`src/include/dcp_cfg.svh`:
```
// register map, field positions, reset values and codes of the pulse channel
// Function
// - mode field bits 2:0 equal 101 forces pin low then pulses on matches
// - control bit 3 selects which of two timer counts is compared
// - count equal to primary value drives the pin high
// - count equal to secondary value drives the pin from high to low
// - each secondary match with the pin high, i.e. each trailing edge except one caused by leaving the mode, sets the event flag
// - count equal to period resets the count to zero, counting continues
// - rise, fall, flag and wrap repeat every period without software
// - channel works whether or not the timer already runs
// - event flag stays set until software clears it
// - pin rises one clock after the cycle of the primary match
// - event flag is set two clocks after the pin is driven low
// - period below secondary value gives no fall; pin stays high
// - pulses continue until the mode changes or channel is disabled
`ifndef DCP_CFG_SVH
`define DCP_CFG_SVH

// ----------------------------------------------------------------------
// register byte offsets
// ----------------------------------------------------------------------
`define DCP_OFS_CHAN_CTRL  6'h00
`define DCP_OFS_PRIMARY    6'h04
`define DCP_OFS_SECONDARY  6'h08
`define DCP_OFS_TB0_CTRL   6'h0C
`define DCP_OFS_TB0_PERIOD 6'h10
`define DCP_OFS_TB0_COUNT  6'h14
`define DCP_OFS_TB1_CTRL   6'h18
`define DCP_OFS_TB1_PERIOD 6'h1C
`define DCP_OFS_TB1_COUNT  6'h20
`define DCP_OFS_STATUS     6'h24
`define DCP_OFS_MASK       6'h28
`define DCP_OFS_PIN        6'h2C
`define DCP_TB_STRIDE      6'h0C

// ----------------------------------------------------------------------
// field positions and codes
// ----------------------------------------------------------------------
`define DCP_MODE_LSB       0
`define DCP_MODE_MSB       2
`define DCP_TBSEL_BIT      3
`define DCP_RUN_BIT        15
`define DCP_EVENT_BIT      0
`define DCP_MODE_CONT_DUAL 3'h5

// ----------------------------------------------------------------------
// reset values
// ----------------------------------------------------------------------
`define DCP_RST_MODE       3'h0
`define DCP_RST_WORD       16'h0000
`define DCP_RST_PERIOD     16'hFFFF
`define DCP_RST_BIT        1'h0

`endif

```
`src/include/dcp_pkg.sv`:
```
// shared types of the dual compare pulse channel
`default_nettype none

package dcp_pkg;

	typedef logic [15:0] dcp_word_t;	// compare, count and period width

	typedef enum logic [0:0] {
		DCP_BUS_IDLE,
		DCP_BUS_ACK
	} dcp_bus_st_t;

endpackage : dcp_pkg

`default_nettype wire

```
`src/rtl/dcp_timebase.sv`:
```
// free running up counter with period wrap and software load
`default_nettype none
`include "dcp_cfg.svh"

module dcp_timebase #(
	parameter int W = 16
) (
	input  wire logic         sys_clk_in,	// instruction clock
	input  wire logic         rst_in,	// async reset, high
	input  wire logic         run_in,	// count enable bit
	input  wire logic [W-1:0] period_in,	// wrap value
	input  wire logic         load_in,	// software count write
	input  wire logic [W-1:0] load_val_in,	// value to load
	output logic      [W-1:0] count_out	// current count
);

	logic [W-1:0] count_q;
	logic [W-1:0] count_d;

	// ------------------------------------------------------------------
	// next count
	// ------------------------------------------------------------------
	always_comb begin
		count_d = count_q;
		if (load_in) begin
			count_d = load_val_in;
		end else if (run_in) begin
			if (count_q == period_in) begin
				count_d = '0;
			end else begin
				count_d = count_q + W'(1);
			end
		end
	end

	// count register
	always_ff @(posedge sys_clk_in or posedge rst_in) begin
		if (rst_in) begin
			count_q <= '0;
		end else begin
			count_q <= count_d;
		end
	end

	assign count_out = count_q;

endmodule : dcp_timebase

`default_nettype wire

```
`src/rtl/dcp_top.sv`:
```
// dual compare continuous pulse channel with two timebases and avalon slave
//
// Design decisions made here: register access over Avalon-MM and the register addresses.
`default_nettype none
`include "dcp_cfg.svh"

module dcp_top #(
	parameter int W  = 16,	// compare and timer width
	parameter int NT = 2	// number of selectable timebases
) (
	input  wire logic        sys_clk_in,	// 100 MHz instruction clock
	input  wire logic        rst_in,	// async reset, high
	input  wire logic [5:0]  avs_address_in,	// byte address
	input  wire logic        avs_read_in,	// read request
	input  wire logic        avs_write_in,	// write request
	input  wire logic [31:0] avs_writedata_in,	// write data
	input  wire logic [3:0]  avs_byteenable_in,	// byte lanes
	output logic      [31:0] avs_readdata_out,	// read data
	output logic             avs_waitrequest_out,	// stall
	output logic             pulse_output_pin_out,	// pulse pin
	output logic             irq_out	// level interrupt
);

	// ------------------------------------------------------------------
	// helpers
	// ------------------------------------------------------------------

	// merge enabled byte lanes of the write data into a 16 bit register
	function automatic logic [15:0] merge16(
		input logic [15:0] old_val,
		input logic [31:0] wdata,
		input logic [3:0]  be
	);
		logic [15:0] res;
		res = old_val;
		if (be[0]) begin
			res[7:0] = wdata[7:0];
		end
		if (be[1]) begin
			res[15:8] = wdata[15:8];
		end
		return res;
	endfunction : merge16

	// ------------------------------------------------------------------
	// declarations
	// ------------------------------------------------------------------
	dcp_pkg::dcp_bus_st_t bus_st_q;
	logic [31:0]          rdata_q;
	logic [31:0]          rdata_d;
	logic                 wr_go;
	logic                 rd_go;
	logic [2:0]           mode_q;
	logic                 tbsel_q;
	dcp_pkg::dcp_word_t   primary_q;
	dcp_pkg::dcp_word_t   secondary_q;
	logic [NT-1:0]        run_q;
	dcp_pkg::dcp_word_t   period_q [NT];
	dcp_pkg::dcp_word_t   count_w  [NT];
	logic [NT-1:0]        load_w;
	dcp_pkg::dcp_word_t   sel_count;
	logic                 active;
	logic                 prim_match;
	logic                 sec_match;
	logic                 rise;
	logic                 fall;
	logic                 pin_q;
	logic                 fall_d1_q;
	logic                 fall_d2_q;
	logic                 status_q;
	logic                 mask_q;
	logic                 irq_q;
	logic                 status_clr;

	// ------------------------------------------------------------------
	// avalon slave handshake
	// ------------------------------------------------------------------

	// a request is seen in idle, acknowledged by dropping waitrequest for
	// one cycle; a write takes effect at the edge that ends that low cycle
	always_ff @(posedge sys_clk_in or posedge rst_in) begin
		if (rst_in) begin
			bus_st_q <= dcp_pkg::DCP_BUS_IDLE;
		end else begin
			case (bus_st_q)
				dcp_pkg::DCP_BUS_IDLE: begin
					if (avs_read_in || avs_write_in) begin
						bus_st_q <= dcp_pkg::DCP_BUS_ACK;
					end
				end
				dcp_pkg::DCP_BUS_ACK: begin
					bus_st_q <= dcp_pkg::DCP_BUS_IDLE;
				end
				default: begin
					bus_st_q <= dcp_pkg::DCP_BUS_IDLE;
				end
			endcase
		end
	end

	// waitrequest is high except in the acknowledge cycle
	always_ff @(posedge sys_clk_in or posedge rst_in) begin
		if (rst_in) begin
			avs_waitrequest_out <= 1'h1;
		end else begin
			avs_waitrequest_out <= !((bus_st_q == dcp_pkg::DCP_BUS_IDLE) &&
				(avs_read_in || avs_write_in));
		end
	end

	assign wr_go = (bus_st_q == dcp_pkg::DCP_BUS_ACK) && avs_write_in;
	assign rd_go = (bus_st_q == dcp_pkg::DCP_BUS_IDLE) && avs_read_in;

	// ------------------------------------------------------------------
	// read multiplexer
	// ------------------------------------------------------------------

	// unmapped offsets read as zero
	always_comb begin
		rdata_d = 32'h0000_0000;
		case (avs_address_in)
			`DCP_OFS_CHAN_CTRL: begin
				rdata_d[`DCP_MODE_MSB:`DCP_MODE_LSB] = mode_q;
				rdata_d[`DCP_TBSEL_BIT] = tbsel_q;
			end
			`DCP_OFS_PRIMARY:    rdata_d[15:0] = primary_q;
			`DCP_OFS_SECONDARY:  rdata_d[15:0] = secondary_q;
			`DCP_OFS_TB0_CTRL:   rdata_d[`DCP_RUN_BIT] = run_q[0];
			`DCP_OFS_TB0_PERIOD: rdata_d[15:0] = period_q[0];
			`DCP_OFS_TB0_COUNT:  rdata_d[15:0] = count_w[0];
			`DCP_OFS_TB1_CTRL:   rdata_d[`DCP_RUN_BIT] = run_q[1];
			`DCP_OFS_TB1_PERIOD: rdata_d[15:0] = period_q[1];
			`DCP_OFS_TB1_COUNT:  rdata_d[15:0] = count_w[1];
			`DCP_OFS_STATUS:     rdata_d[`DCP_EVENT_BIT] = status_q;
			`DCP_OFS_MASK:       rdata_d[`DCP_EVENT_BIT] = mask_q;
			`DCP_OFS_PIN:        rdata_d[0] = pin_q;
			default:             rdata_d = 32'h0000_0000;
		endcase
	end

	// read data is captured when the read is seen and held until the next
	always_ff @(posedge sys_clk_in or posedge rst_in) begin
		if (rst_in) begin
			rdata_q <= 32'h0000_0000;
		end else if (rd_go) begin
			rdata_q <= rdata_d;
		end
	end

	assign avs_readdata_out = rdata_q;

	// ------------------------------------------------------------------
	// channel control and compare values
	// ------------------------------------------------------------------

	// mode field and timebase select
	always_ff @(posedge sys_clk_in or posedge rst_in) begin
		if (rst_in) begin
			mode_q  <= `DCP_RST_MODE;
			tbsel_q <= `DCP_RST_BIT;
		end else if (wr_go && avs_address_in == `DCP_OFS_CHAN_CTRL &&
			avs_byteenable_in[0]) begin
			mode_q  <= avs_writedata_in[`DCP_MODE_MSB:`DCP_MODE_LSB];
			tbsel_q <= avs_writedata_in[`DCP_TBSEL_BIT];
		end
	end

	// primary and secondary compare values
	always_ff @(posedge sys_clk_in or posedge rst_in) begin
		if (rst_in) begin
			primary_q   <= `DCP_RST_WORD;
			secondary_q <= `DCP_RST_WORD;
		end else if (wr_go) begin
			if (avs_address_in == `DCP_OFS_PRIMARY) begin
				primary_q <= merge16(primary_q, avs_writedata_in,
					avs_byteenable_in);
			end
			if (avs_address_in == `DCP_OFS_SECONDARY) begin
				secondary_q <= merge16(secondary_q, avs_writedata_in,
					avs_byteenable_in);
			end
		end
	end

	// ------------------------------------------------------------------
	// timebases
	// ------------------------------------------------------------------
	generate
		for (genvar t = 0; t < NT; t++) begin : g_tb
			localparam logic [5:0] CTRL_OFS =
				6'(`DCP_OFS_TB0_CTRL + t * `DCP_TB_STRIDE);
			localparam logic [5:0] PER_OFS =
				6'(`DCP_OFS_TB0_PERIOD + t * `DCP_TB_STRIDE);
			localparam logic [5:0] CNT_OFS =
				6'(`DCP_OFS_TB0_COUNT + t * `DCP_TB_STRIDE);

			// run bit and period; counting is independent of the mode
			always_ff @(posedge sys_clk_in or posedge rst_in) begin
				if (rst_in) begin
					run_q[t]    <= `DCP_RST_BIT;
					period_q[t] <= `DCP_RST_PERIOD;
				end else if (wr_go) begin
					if (avs_address_in == CTRL_OFS &&
						avs_byteenable_in[1]) begin
						run_q[t] <= avs_writedata_in[`DCP_RUN_BIT];
					end
					if (avs_address_in == PER_OFS) begin
						period_q[t] <= merge16(period_q[t],
							avs_writedata_in, avs_byteenable_in);
					end
				end
			end

			// software write of the count
			assign load_w[t] = wr_go && (avs_address_in == CNT_OFS) &&
				(avs_byteenable_in[1:0] != 2'h0);

			dcp_timebase #(
				.W (W)
			) u_tb (
				.sys_clk_in  (sys_clk_in),
				.rst_in      (rst_in),
				.run_in      (run_q[t]),
				.period_in   (period_q[t]),
				.load_in     (load_w[t]),
				.load_val_in (merge16(count_w[t], avs_writedata_in,
					avs_byteenable_in)),
				.count_out   (count_w[t])
			);
		end
	endgenerate

	// ------------------------------------------------------------------
	// compare logic
	// ------------------------------------------------------------------

	// selected count; the mode may be entered with the timer running
	assign sel_count = tbsel_q ? count_w[1] : count_w[0];

	// mode decode gates all pulse generation
	assign active = (mode_q == `DCP_MODE_CONT_DUAL);

	// exact equality, tested every clock
	assign prim_match = (sel_count == primary_q);
	assign sec_match  = (sel_count == secondary_q);

	// fall needs a high pin; a period below the secondary value never
	// reaches the match, so the pin simply stays high
	assign fall = active && pin_q && sec_match;
	assign rise = active && !fall && prim_match;

	// pulse pin: low outside the mode, changes one clock after a match
	always_ff @(posedge sys_clk_in or posedge rst_in) begin
		if (rst_in) begin
			pin_q <= 1'h0;
		end else if (!active) begin
			pin_q <= 1'h0;
		end else if (fall) begin
			pin_q <= 1'h0;
		end else if (rise) begin
			pin_q <= 1'h1;
		end
	end

	assign pulse_output_pin_out = pin_q;

	// ------------------------------------------------------------------
	// event flag and interrupt
	// ------------------------------------------------------------------

	// two stage delay from the falling edge to the flag
	always_ff @(posedge sys_clk_in or posedge rst_in) begin
		if (rst_in) begin
			fall_d1_q <= 1'h0;
			fall_d2_q <= 1'h0;
		end else begin
			fall_d1_q <= fall;
			fall_d2_q <= fall_d1_q;
		end
	end

	assign status_clr = wr_go && avs_address_in == `DCP_OFS_STATUS &&
		avs_byteenable_in[0] && avs_writedata_in[`DCP_EVENT_BIT];

	// sticky flag, write one to clear; a new event wins over the clear
	always_ff @(posedge sys_clk_in or posedge rst_in) begin
		if (rst_in) begin
			status_q <= `DCP_RST_BIT;
		end else if (fall_d2_q) begin
			status_q <= 1'h1;
		end else if (status_clr) begin
			status_q <= 1'h0;
		end
	end

	// interrupt mask
	always_ff @(posedge sys_clk_in or posedge rst_in) begin
		if (rst_in) begin
			mask_q <= `DCP_RST_BIT;
		end else if (wr_go && avs_address_in == `DCP_OFS_MASK &&
			avs_byteenable_in[0]) begin
			mask_q <= avs_writedata_in[`DCP_EVENT_BIT];
		end
	end

	// level interrupt, registered one clock behind status and mask
	always_ff @(posedge sys_clk_in or posedge rst_in) begin
		if (rst_in) begin
			irq_q <= 1'h0;
		end else begin
			irq_q <= status_q && mask_q;
		end
	end

	assign irq_out = irq_q;

endmodule : dcp_top

`default_nettype wire
```
`config.mk`:
```
export PLATFORM = sky130hd
export DESIGN_NAME = dcp_top
export DESIGN_NICKNAME = d
export VERILOG_FILES = /design/src/include/dcp_pkg.sv /design/src/rtl/dcp_timebase.sv /design/src/rtl/dcp_top.sv
export VERILOG_INCLUDE_DIRS = /design/src /design/src/include
export SDC_FILE = /design/constraint.sdc
export NUM_CORES = 1
export LEC_CHECK = 0
export CORE_AREA = 2 2 131 133
export CTS_CLUSTER_SIZE = 8
export DETAILED_ROUTE_END_ITERATION = 6
export DIE_AREA = 0 0 133 135
export DONT_BUFFER_PORTS = 1
export PLACE_DENSITY = 0.61
export SLEW_MARGIN = 10
export SYNTH_ARGS = -nofsm -noshare
export SYNTH_HDL_FRONTEND = slang
export SYNTH_SLANG_ARGS = --single-unit
export TNS_END_PERCENT = 20
```
`constraint.sdc`:
```
create_clock -name sys_clk_in -period 4.4 [get_ports sys_clk_in]
set_input_delay 0.22 -clock sys_clk_in [delete_from_list [all_inputs] [get_ports sys_clk_in]]
set_output_delay 0.22 -clock sys_clk_in [all_outputs]
set_load 0.05 [all_outputs]
```
==> results.sh, run 1 <==
export IMPL_ff2ff_setup_slack_ps=1710
export IMPL_die_h_um=135
export IMPL_fmax_ghz=0.372
export IMPL_synth_cell_types=56
export IMPL_port_buffers=0
export IMPL_final_layout_size_suffix_gt1_frac=0.215
export IMPL_fin_setup_tns_ps=0
export IMPL_period_share=0.612
export IMPL_antenna_cells=0
export IMPL_synth_edf_count=0
export IMPL_num_rows=47
export IMPL_synth_area_per_cell_um2=10.3
export IMPL_num_vias=5812
export IMPL_gr_total_overflow=0
export IMPL_die_area_um2=18000
export IMPL_slew_headroom=0.296
export IMPL_wl_um=21500
export IMPL_yosys_most_used_dff="dfrtp_1"
export IMPL_min_path_type="in2reg"
export IMPL_period_minus_slack_ps=2690
export IMPL_final_cell_mix="dfrtp_1 (93), nand2_1 (82), mux2_2 (66), o21ai_0 (39), xnor2_1 (36)"
export IMPL_status="finished, final reports clean"
export IMPL_syn2layout_area_growth_pct=11.5
export IMPL_antenna_found_initial=0
export IMPL_firstDrtPassIters=6
export IMPL_setup_viol=0
export IMPL_cts_clk_slew_worst_paths_ps=60
export IMPL_async_flop_share=1.00
export IMPL_htree_num_levels=4
export IMPL_ys_warn_count=0
export IMPL_hold_viol=0
export IMPL_cts_post_setup_buffers_inserted=0
export IMPL_clockBufferDepth=2
export IMPL_grt_usage=0.248
export IMPL_root_buffer="clkbuf_16"
export IMPL_criticalPathCategory="reg2reg"
export IMPL_fin_skew_ps=6.13
export IMPL_start_util=0.445
export IMPL_cts_tree="built"
export IMPL_grt_pass1_wl_um=33500
export IMPL_final_common_cell="dfrtp_1"
export IMPL_reg2regPathDepth=6
export IMPL_worstPathMaxFanout=18
export IMPL_min_path_cells=2
export IMPL_post_route_drc_count=0
export IMPL_timing_final_max_slew_violations=0
export IMPL_grt_pass1_vias=5537
export IMPL_drt_iter0_markers=550
export IMPL_vias_per_cell=6.21
export IMPL_cp_arrival_ps=2990
export IMPL_numCtsBuffers=17
export IMPL_cap_violations=0
export IMPL_clock_latency_ps=430
export IMPL_final_antenna_net_count=0
export IMPL_synthCells=712
export IMPL_gp_congestion=0.902
export IMPL_fin_nets=751
export IMPL_total_power_mw=3.39
export IMPL_tightest_slew_ps=1060
export IMPL_clock_sinks=126
export IMPL_rsz0062_at_grt="false"
export IMPL_grt_max_degree=49
export IMPL_fill_cells=1473
export IMPL_synth_seq_cells=126
export IMPL_hpwl_um=14900
export IMPL_syn_area_um2=7300
export IMPL_whs_ps=3.85
export IMPL_avgRoutedWirePerCell_um=23.0
export IMPL_die_w_um=133
export IMPL_io_pins=81
export IMPL_yosysSeqAreaShare=0.437
export IMPL_crit_path_start_kind="register"
export IMPL_core_area_um2=16400
export IMPL_powerDensity_nw_per_um2=417
export IMPL_end_kind="register"
export IMPL_cp_required_ps=4700
export IMPL_ir_worst_vdd_mv=0.279
export IMPL_leakagePower_nw=3.34
## worst paths after layout
| kind | start | to |
|---|---|---|
| min reg2reg | fall_d1_q | fall_d2_q |
| max reg2reg | tbsel_q | pulse_output_pin_out |
| max | tbsel_q | pulse_output_pin_out |
| max in group asynchronous | rst_in | period_q[12] |
| min | avs_writedata_in[0] | g_tb[1].u_tb.count_out[0] |
| min in group asynchronous | rst_in | run_q[0] |
## state kept, by name, indices dropped and copies added (netlist names)
name,flops
fall_d1_q,1
irq_out,1
mask_q,1
status_q,1
secondary_q,16
tbsel_q,1
run_q,2
g_tb.u_tb.count_out,32
bus_st_q,1
avs_readdata_out,16
avs_waitrequest_out,1
period_q,32
mode_q,3
fall_d2_q,1
primary_q,16
pulse_output_pin_out,1
## through the flow
step | worst slack, ps | instances | utilization | instance area [um^2]
6_report | 1710 | 936 | 0.496 | 8140
5_1_grt | 1510 | 936 | 0.496 | 8140
4_1_cts | 1670 | 936 | 0.496 | 8140
3_5_place_dp | 1580 | 888 | 0.448 | 7350
3_3_place_gp | 1620 | 888 | 0.448 | 7350
2_1_floorplan | 879 | 727 | - | 7360
## Yosys cell counts, types with 2 or more instances
cell type	n	area [um^2]
nand3_1	10	50.1
dfrtp_1	93	2330
a21o_1	4	30.0
nor2_1	20	75.1
a21bo_2	6	60.1
nand3b_1	2	15.0
dfstp_2	33	867
o21ai_1	6	30.0
mux2i_1	16	160
nor2b_1	2	12.5
xor2_1	28	245
a222oi_1	4	40.0
buf_2	8	40.0
clkbuf_1	35	131
o21ai_0	39	195
nand2_1	82	308
ha_1	2	25.0
buf_4	17	128
a32oi_1	2	17.5
and3_1	6	37.5
xnor2_1	36	315
buf_1	4	15.0
a21oi_1	6	30.0
a221oi_1	16	140
nor3b_1	2	15.0
or2_2	3	18.8
and2_1	4	25.0
buf_6	3	33.8
a22o_1	28	245
o41ai_1	5	43.8
nand4_1	21	131
o21a_1	2	15.0
mux2_2	66	743
and4_1	2	17.5
inv_1	15	56.3
a2bb2oi_1	2	17.5
nor3_1	8	40.0
o31ai_1	12	90.1
a32o_1	9	90.1
nor4_1	7	43.8
nand2b_1	2	12.5
a22oi_1	30	225
## cell families (layout without fill, tap and decap cells)
logic type	Yosys count	in the layout	synth area share
flops	126	126	0.437
other cells	1	16	0.000513
mux	83	83	0.127
buf+inv	82	71	0.0553
xor+xnor	64	64	0.0768
fa+ha+maj	2	2	0.00343
simple gates	180	180	0.122
compound gates	174	174	0.177
## report_power, final
group          switching [mW]  total, mW  internal, mW
registers               0.142       1.38          1.24
logic                   0.301      0.504         0.203
clock network           0.548       1.51         0.961
total                   0.991       3.39          2.40
## area by class of cell
class / count / area (um^2) / share of cell area
Clock inverter: 14 / 191 / 0.0235
Tap cell: 220 / 275 / 0.0338
Timing Repair Buffer: 24 / 220 / 0.0271
Sequential cell: 126 / 3190 / 0.392
Multi-Input combinational cell: 519 / 3760 / 0.462
Clock buffer: 18 / 439 / 0.0540
Inverter: 15 / 58.8 / 0.00722
## routing by layer
layer / vias to the layer above / global-route usage / part of all wire
li1: 2582 / - / -
met1: 2916 / 0.351 / 0.44
met2: 277 / 0.368 / 0.45
met3: 37 / 0.0649 / 0.089
met4: 0 / 0.0908 / 0.025
met5: - / 0 / 0
## what timing repair did
item                      4_1_cts  5_1_grt
hold endpoints to repair      106        0
gates resized for setup         0        0
hold buffers                   16        0
## critical path: stages (launching register included)
cell and delay [ps]:
dfrtp_1 1030, mux2i_1 380, xnor2_1 160, nor4_1 290, nand4_1 130, nor4_1 470
nor3b_1 90
Note: power is estimated with default switching activity, not from simulation.
==> run 2: changes to the inputs <==
Clock period 4.4 ns to 2.81 ns, I/O delays scaled along.
==> results.sh, run 2 (synthesized netlist as in run 1, its figures left out) <==
export IMPL_final_area_um2=8340
export IMPL_clock_latency_ps=430
export IMPL_gp_congestion=0.908
export IMPL_die_w_um=133
export IMPL_syn2layout_area_growth_pct=14.3
export IMPL_htree_num_levels=4
export IMPL_final_cell_mix="dfrtp_1 (93), nand2_1 (82), mux2_2 (66), o21ai_0 (39), xnor2_1 (36)"
export IMPL_numCtsBuffers=17
export IMPL_start_util=0.445
export IMPL_num_rows=47
export IMPL_grt_max_degree=78
export IMPL_end_kind="register"
export IMPL_setup_viol=0
export IMPL_timing_final_max_slew_violations=0
export IMPL_ctsHoldBuffers=24
export IMPL_post_route_drc_count=0
export IMPL_clockBufferDepth=2
export IMPL_hold_viol=0
export IMPL_core_area_um2=16400
export IMPL_fin_setup_tns_ps=0
export IMPL_avgRoutedWirePerCell_um=22.1
export IMPL_antenna_found_initial=1
export IMPL_period_minus_slack_ps=2510
export IMPL_rsz0062_at_grt="false"
export IMPL_grt_pass1_vias=5730
export IMPL_period_share=0.895
export IMPL_drt_iter0_markers=514
export IMPL_firstDrtPassIters=5
export IMPL_vias_per_cell=6.12
export IMPL_clock_sinks=126
export IMPL_fmax_ghz=0.398
export IMPL_crit_path_start_kind="register"
export IMPL_total_power_mw=5.38
export IMPL_root_buffer="clkbuf_16"
export IMPL_crit_chain="buf_4 > mux2i_1 > xor2_1 > nand4_1 > nor4_1 > nor2_1 > nor3b_1"
export IMPL_grt_pass1_wl_um=33100
export IMPL_cpMaxStageDelayCell="dfrtp_1"
export IMPL_hpwl_um=15300
export IMPL_criticalPathCategory="reg2reg"
export IMPL_io_pins=81
export IMPL_wl_um=21100
export IMPL_tightest_slew_ps=825
export IMPL_worstPathMaxFanout=14
export IMPL_cts_resized=0
export IMPL_grt_usage=0.246
export IMPL_final_layout_size_suffix_gt1_frac=0.227
export IMPL_fin_skew_ps=12.5
export IMPL_fin_nets=772
export IMPL_cts_clk_slew_worst_paths_ps=60
export IMPL_cap_violations=0
export IMPL_cp_required_ps=3150
export IMPL_utilization=0.509
export IMPL_fill_cells=1448
export IMPL_final_common_cell="dfrtp_1"
export IMPL_num_vias=5866
export IMPL_die_area_um2=18000
export IMPL_status="finished, final reports clean"
export IMPL_min_path_type="in2reg"
export IMPL_cts_post_setup_buffers_inserted=0
export IMPL_cts_tree="built"
export IMPL_leakagePower_nw=3.46
export IMPL_port_buffers=0
export IMPL_slew_headroom=0.450
export IMPL_place_area_um2=7460
export IMPL_ir_worst_vdd_mv=0.444
export IMPL_cpPeakStageDelay_ps=820
export IMPL_die_h_um=135
export IMPL_gr_total_overflow=0
export IMPL_cp_arrival_ps=2860
export IMPL_final_antenna_net_count=0
export IMPL_powerDensity_nw_per_um2=645
[run 2: changes by cell type in the layout (fill, tap and decap cells not counted)]
cell,change
buf_12,+1
buf_4,+12
clkbuf_8,+1
inv_4,-1
clkinv_2,-1
clkinv_4,+1
diode_2,+1
dlygate4sd3_1,+8
[run 2: worst paths after layout]
path                                   start                    to  slack (ps)  cells past startpoint
max                                  tbsel_q  pulse_output_pin_out         300                      7
min                        avs_address_in[2]              run_q[1]          40                      3
max reg2reg                          tbsel_q  pulse_output_pin_out         300                      7
min reg2reg                        fall_d1_q             fall_d2_q         350                      0
max in group asynchronous             rst_in          period_q[13]        1840                      3
min in group asynchronous             rst_in             mode_q[1]         170                      2
[run 2: per-stage QoR]
step | cells | worst slack (ps) | hold WS [ps]
2_1_floorplan | 727 | 522 | 291
6_report | 958 | 295 | 40.7
5_1_grt | 957 | 124 | 73.7
3_3_place_gp | 901 | 302 | 10.3
4_1_cts | 957 | 312 | 33.2
3_5_place_dp | 901 | 329 | 11.3
[run 2: layout make-up]
type,count,area [um^2],share of cell area
Clock inverter,13,188,0.0225
Tap cell,220,275,0.0330
Timing Repair Buffer,45,410,0.0492
Inverter,15,60.1,0.00720
Clock buffer,19,453,0.0543
Antenna cell,1,2.50,0.000300
Sequential cell,126,3190,0.383
Multi-Input combinational cell,519,3760,0.451
[run 2: power by group]
group          total, mW  switching [mW]  internal, mW  leakage, nW
Combinational      0.831           0.493         0.338         1.56
Clock               2.39           0.857          1.53        0.306
Sequential          2.16           0.219          1.94         1.59
[run 2: worst max-delay path, delay by kind of cell, from the launching register on]
kind                      cells  cell delay [ps]
buffers and inverters         1              260
muxes                         1              280
DFF                           1              820
xor gates and xnor gates      1              230
and+or+nand+nor               4              840
[run 2: layer usage]
layer,track usage,vias up,share of wire
li1,-,2618,-
met1,0.339,2957,0.45
met2,0.380,259,0.46
met3,0.0619,32,0.075
met4,0.0842,0,0.023
met5,0,-,0
==> run 3: changes to the inputs <==
Settings changed: CAP_MARGIN set to 20.
Clock period 2.81 ns to 2.7 ns, I/O delays scaled along.
==> results.sh, run 3 (synthesized netlist as in run 1, its figures left out) <==
export IMPL_final_cell_mix="dfrtp_1 (93), nand2_1 (82), mux2_2 (66), o21ai_0 (39), xnor2_1 (36)"
export IMPL_die_w_um=133
export IMPL_die_h_um=135
export IMPL_cts_clk_slew_worst_paths_ps=60
export IMPL_reg2regPathDepth=6
export IMPL_min_path_type="in2reg"
export IMPL_ir_worst_vdd_mv=0.456
export IMPL_fin_nets=774
export IMPL_rsz0062_at_grt="false"
export IMPL_clock_latency_ps=430
export IMPL_fmax_ghz=0.428
export IMPL_htree_num_levels=4
export IMPL_cts_tree="built"
export IMPL_antenna_found_initial=4
export IMPL_min_path_cells=4
export IMPL_pre_cts_ws_ps=233
export IMPL_fill_cells=1437
export IMPL_final_common_cell="dfrtp_1"
export IMPL_fin_skew_ps=7.20
export IMPL_grt_usage=0.246
export IMPL_syn2layout_area_growth_pct=15.5
export IMPL_avgRoutedWirePerCell_um=22.0
export IMPL_tightest_slew_ps=838
export IMPL_status="finished, final reports clean"
export IMPL_firstDrtPassIters=6
export IMPL_final_layout_size_suffix_gt1_frac=0.230
export IMPL_dp_cells=905
export IMPL_clockBufferDepth=2
export IMPL_timing_final_max_slew_violations=0
export IMPL_gp_congestion=0.922
export IMPL_crit_path_start_kind="register"
export IMPL_io_pins=81
export IMPL_clock_sinks=126
export IMPL_end_kind="register"
export IMPL_drt_iter0_markers=522
export IMPL_wl_um=21200
export IMPL_min_to="mask_q"
export IMPL_hold_viol=0
export IMPL_setup_viol=0
export IMPL_r2r_end="g_tb[1].u_tb.count_out[2]"
export IMPL_core_area_um2=16400
export IMPL_setup_ws_ps=364
export IMPL_grt_max_degree=127
export IMPL_leakagePower_nw=3.50
export IMPL_hpwl_um=15200
export IMPL_instances_no_fill=962
export IMPL_port_buffers=0
export IMPL_vias_per_cell=6.03
export IMPL_powerDensity_nw_per_um2=692
export IMPL_grt_pass1_wl_um=33000
export IMPL_cp_arrival_ps=2660
export IMPL_final_antenna_net_count=0
export IMPL_start_util=0.445
export IMPL_cp_required_ps=3020
export IMPL_cap_violations=0
export IMPL_num_rows=47
export IMPL_worstReg2RegStart="g_tb[1].u_tb.count_out[1]"
export IMPL_grt_pass1_vias=5687
export IMPL_ff2ff_setup_slack_ps=360
export IMPL_root_buffer="clkbuf_16"
export IMPL_criticalPathCategory="reg2reg"
export IMPL_worstPathMaxFanout=9
export IMPL_min_delay_start="avs_address_in[2]"
export IMPL_period_minus_slack_ps=2340
export IMPL_numCtsBuffers=17
export IMPL_num_vias=5805
export IMPL_period_share=0.865
export IMPL_fin_setup_tns_ps=0
export IMPL_gr_total_overflow=0
export IMPL_slew_headroom=0.442
export IMPL_die_area_um2=18000
export IMPL_post_route_drc_count=0
## run 3: cell count changes in the layout (fill, tap and decap cells not counted)
cell           before  now
buf_4              20   22
dlygate4sd3_1      24   22
buf_12              1    3
clkbuf_8            2    0
diode_2             1    3
clkinvlp_4          4    1
clkinv_4            3    4
bufinv_16           4    7
clkbuf_1            0    1
## run 3: final cells by class
cell class	count	area (um^2)	area share
Antenna cell	3	7.51	0.000890
Clock buffer	18	429	0.0509
Clock inverter	14	264	0.0313
Inverter	15	60.1	0.00712
Multi-Input combinational cell	519	3760	0.446
Sequential cell	126	3190	0.379
Tap cell	220	275	0.0326
Timing Repair Buffer	47	445	0.0528
## run 3: critical path, cell delays in order, from the launching register on
cell and delay, ps:
dfrtp_1 470, xnor2_1 290, nand4_1 130, nor4_1 480, nor2_1 300, a32o_1 330, a22o_1 220
## run 3: through the flow
step                cell area [um^2]  hold slack, ps  total power [mW]   util
CTS                             8430            34.4              5.87  0.514
floorplan                       7360             285              2.87      -
global placement                7520             263              3.06  0.458
detailed placement              7520             266              3.10  0.458
finish                          8440            47.7              5.84  0.514
global route                    8430            83.5              6.06  0.514
## run 3: where the power goes
group | switching, mW | internal [mW]
registers | 0.198 | 2.02
clock network | 0.877 | 1.83
logic | 0.554 | 0.363
## run 3: worst max path at each step
stage                                         start  slack, ps  cells past startpoint                        end
after CTS                 g_tb[1].u_tb.count_out[1]        370                      6  g_tb[1].u_tb.count_out[2]
after detailed placement          avs_address_in[3]        230                      7  g_tb[0].u_tb.count_out[2]
after global placement            avs_address_in[3]        300                      7  g_tb[0].u_tb.count_out[2]
after global routing      g_tb[1].u_tb.count_out[1]        220                      6  g_tb[1].u_tb.count_out[2]
final                     g_tb[1].u_tb.count_out[1]        360                      6  g_tb[1].u_tb.count_out[2]
after floorplan                             tbsel_q        410                      8       pulse_output_pin_out
## run 3: routing by layer
metal	share of wire	wire length, um	track usage
met3	0.077	1620	0.0657
met4	0.015	328	0.0812
met1	0.44	9240	0.325
met2	0.47	9970	0.394
met5	0.00061	13	0
## run 3: timing repair
action                    CTS  global route
resized for setup           0             0
setup buffers               0             0
hold buffers               22             0
hold endpoints to repair  198             0
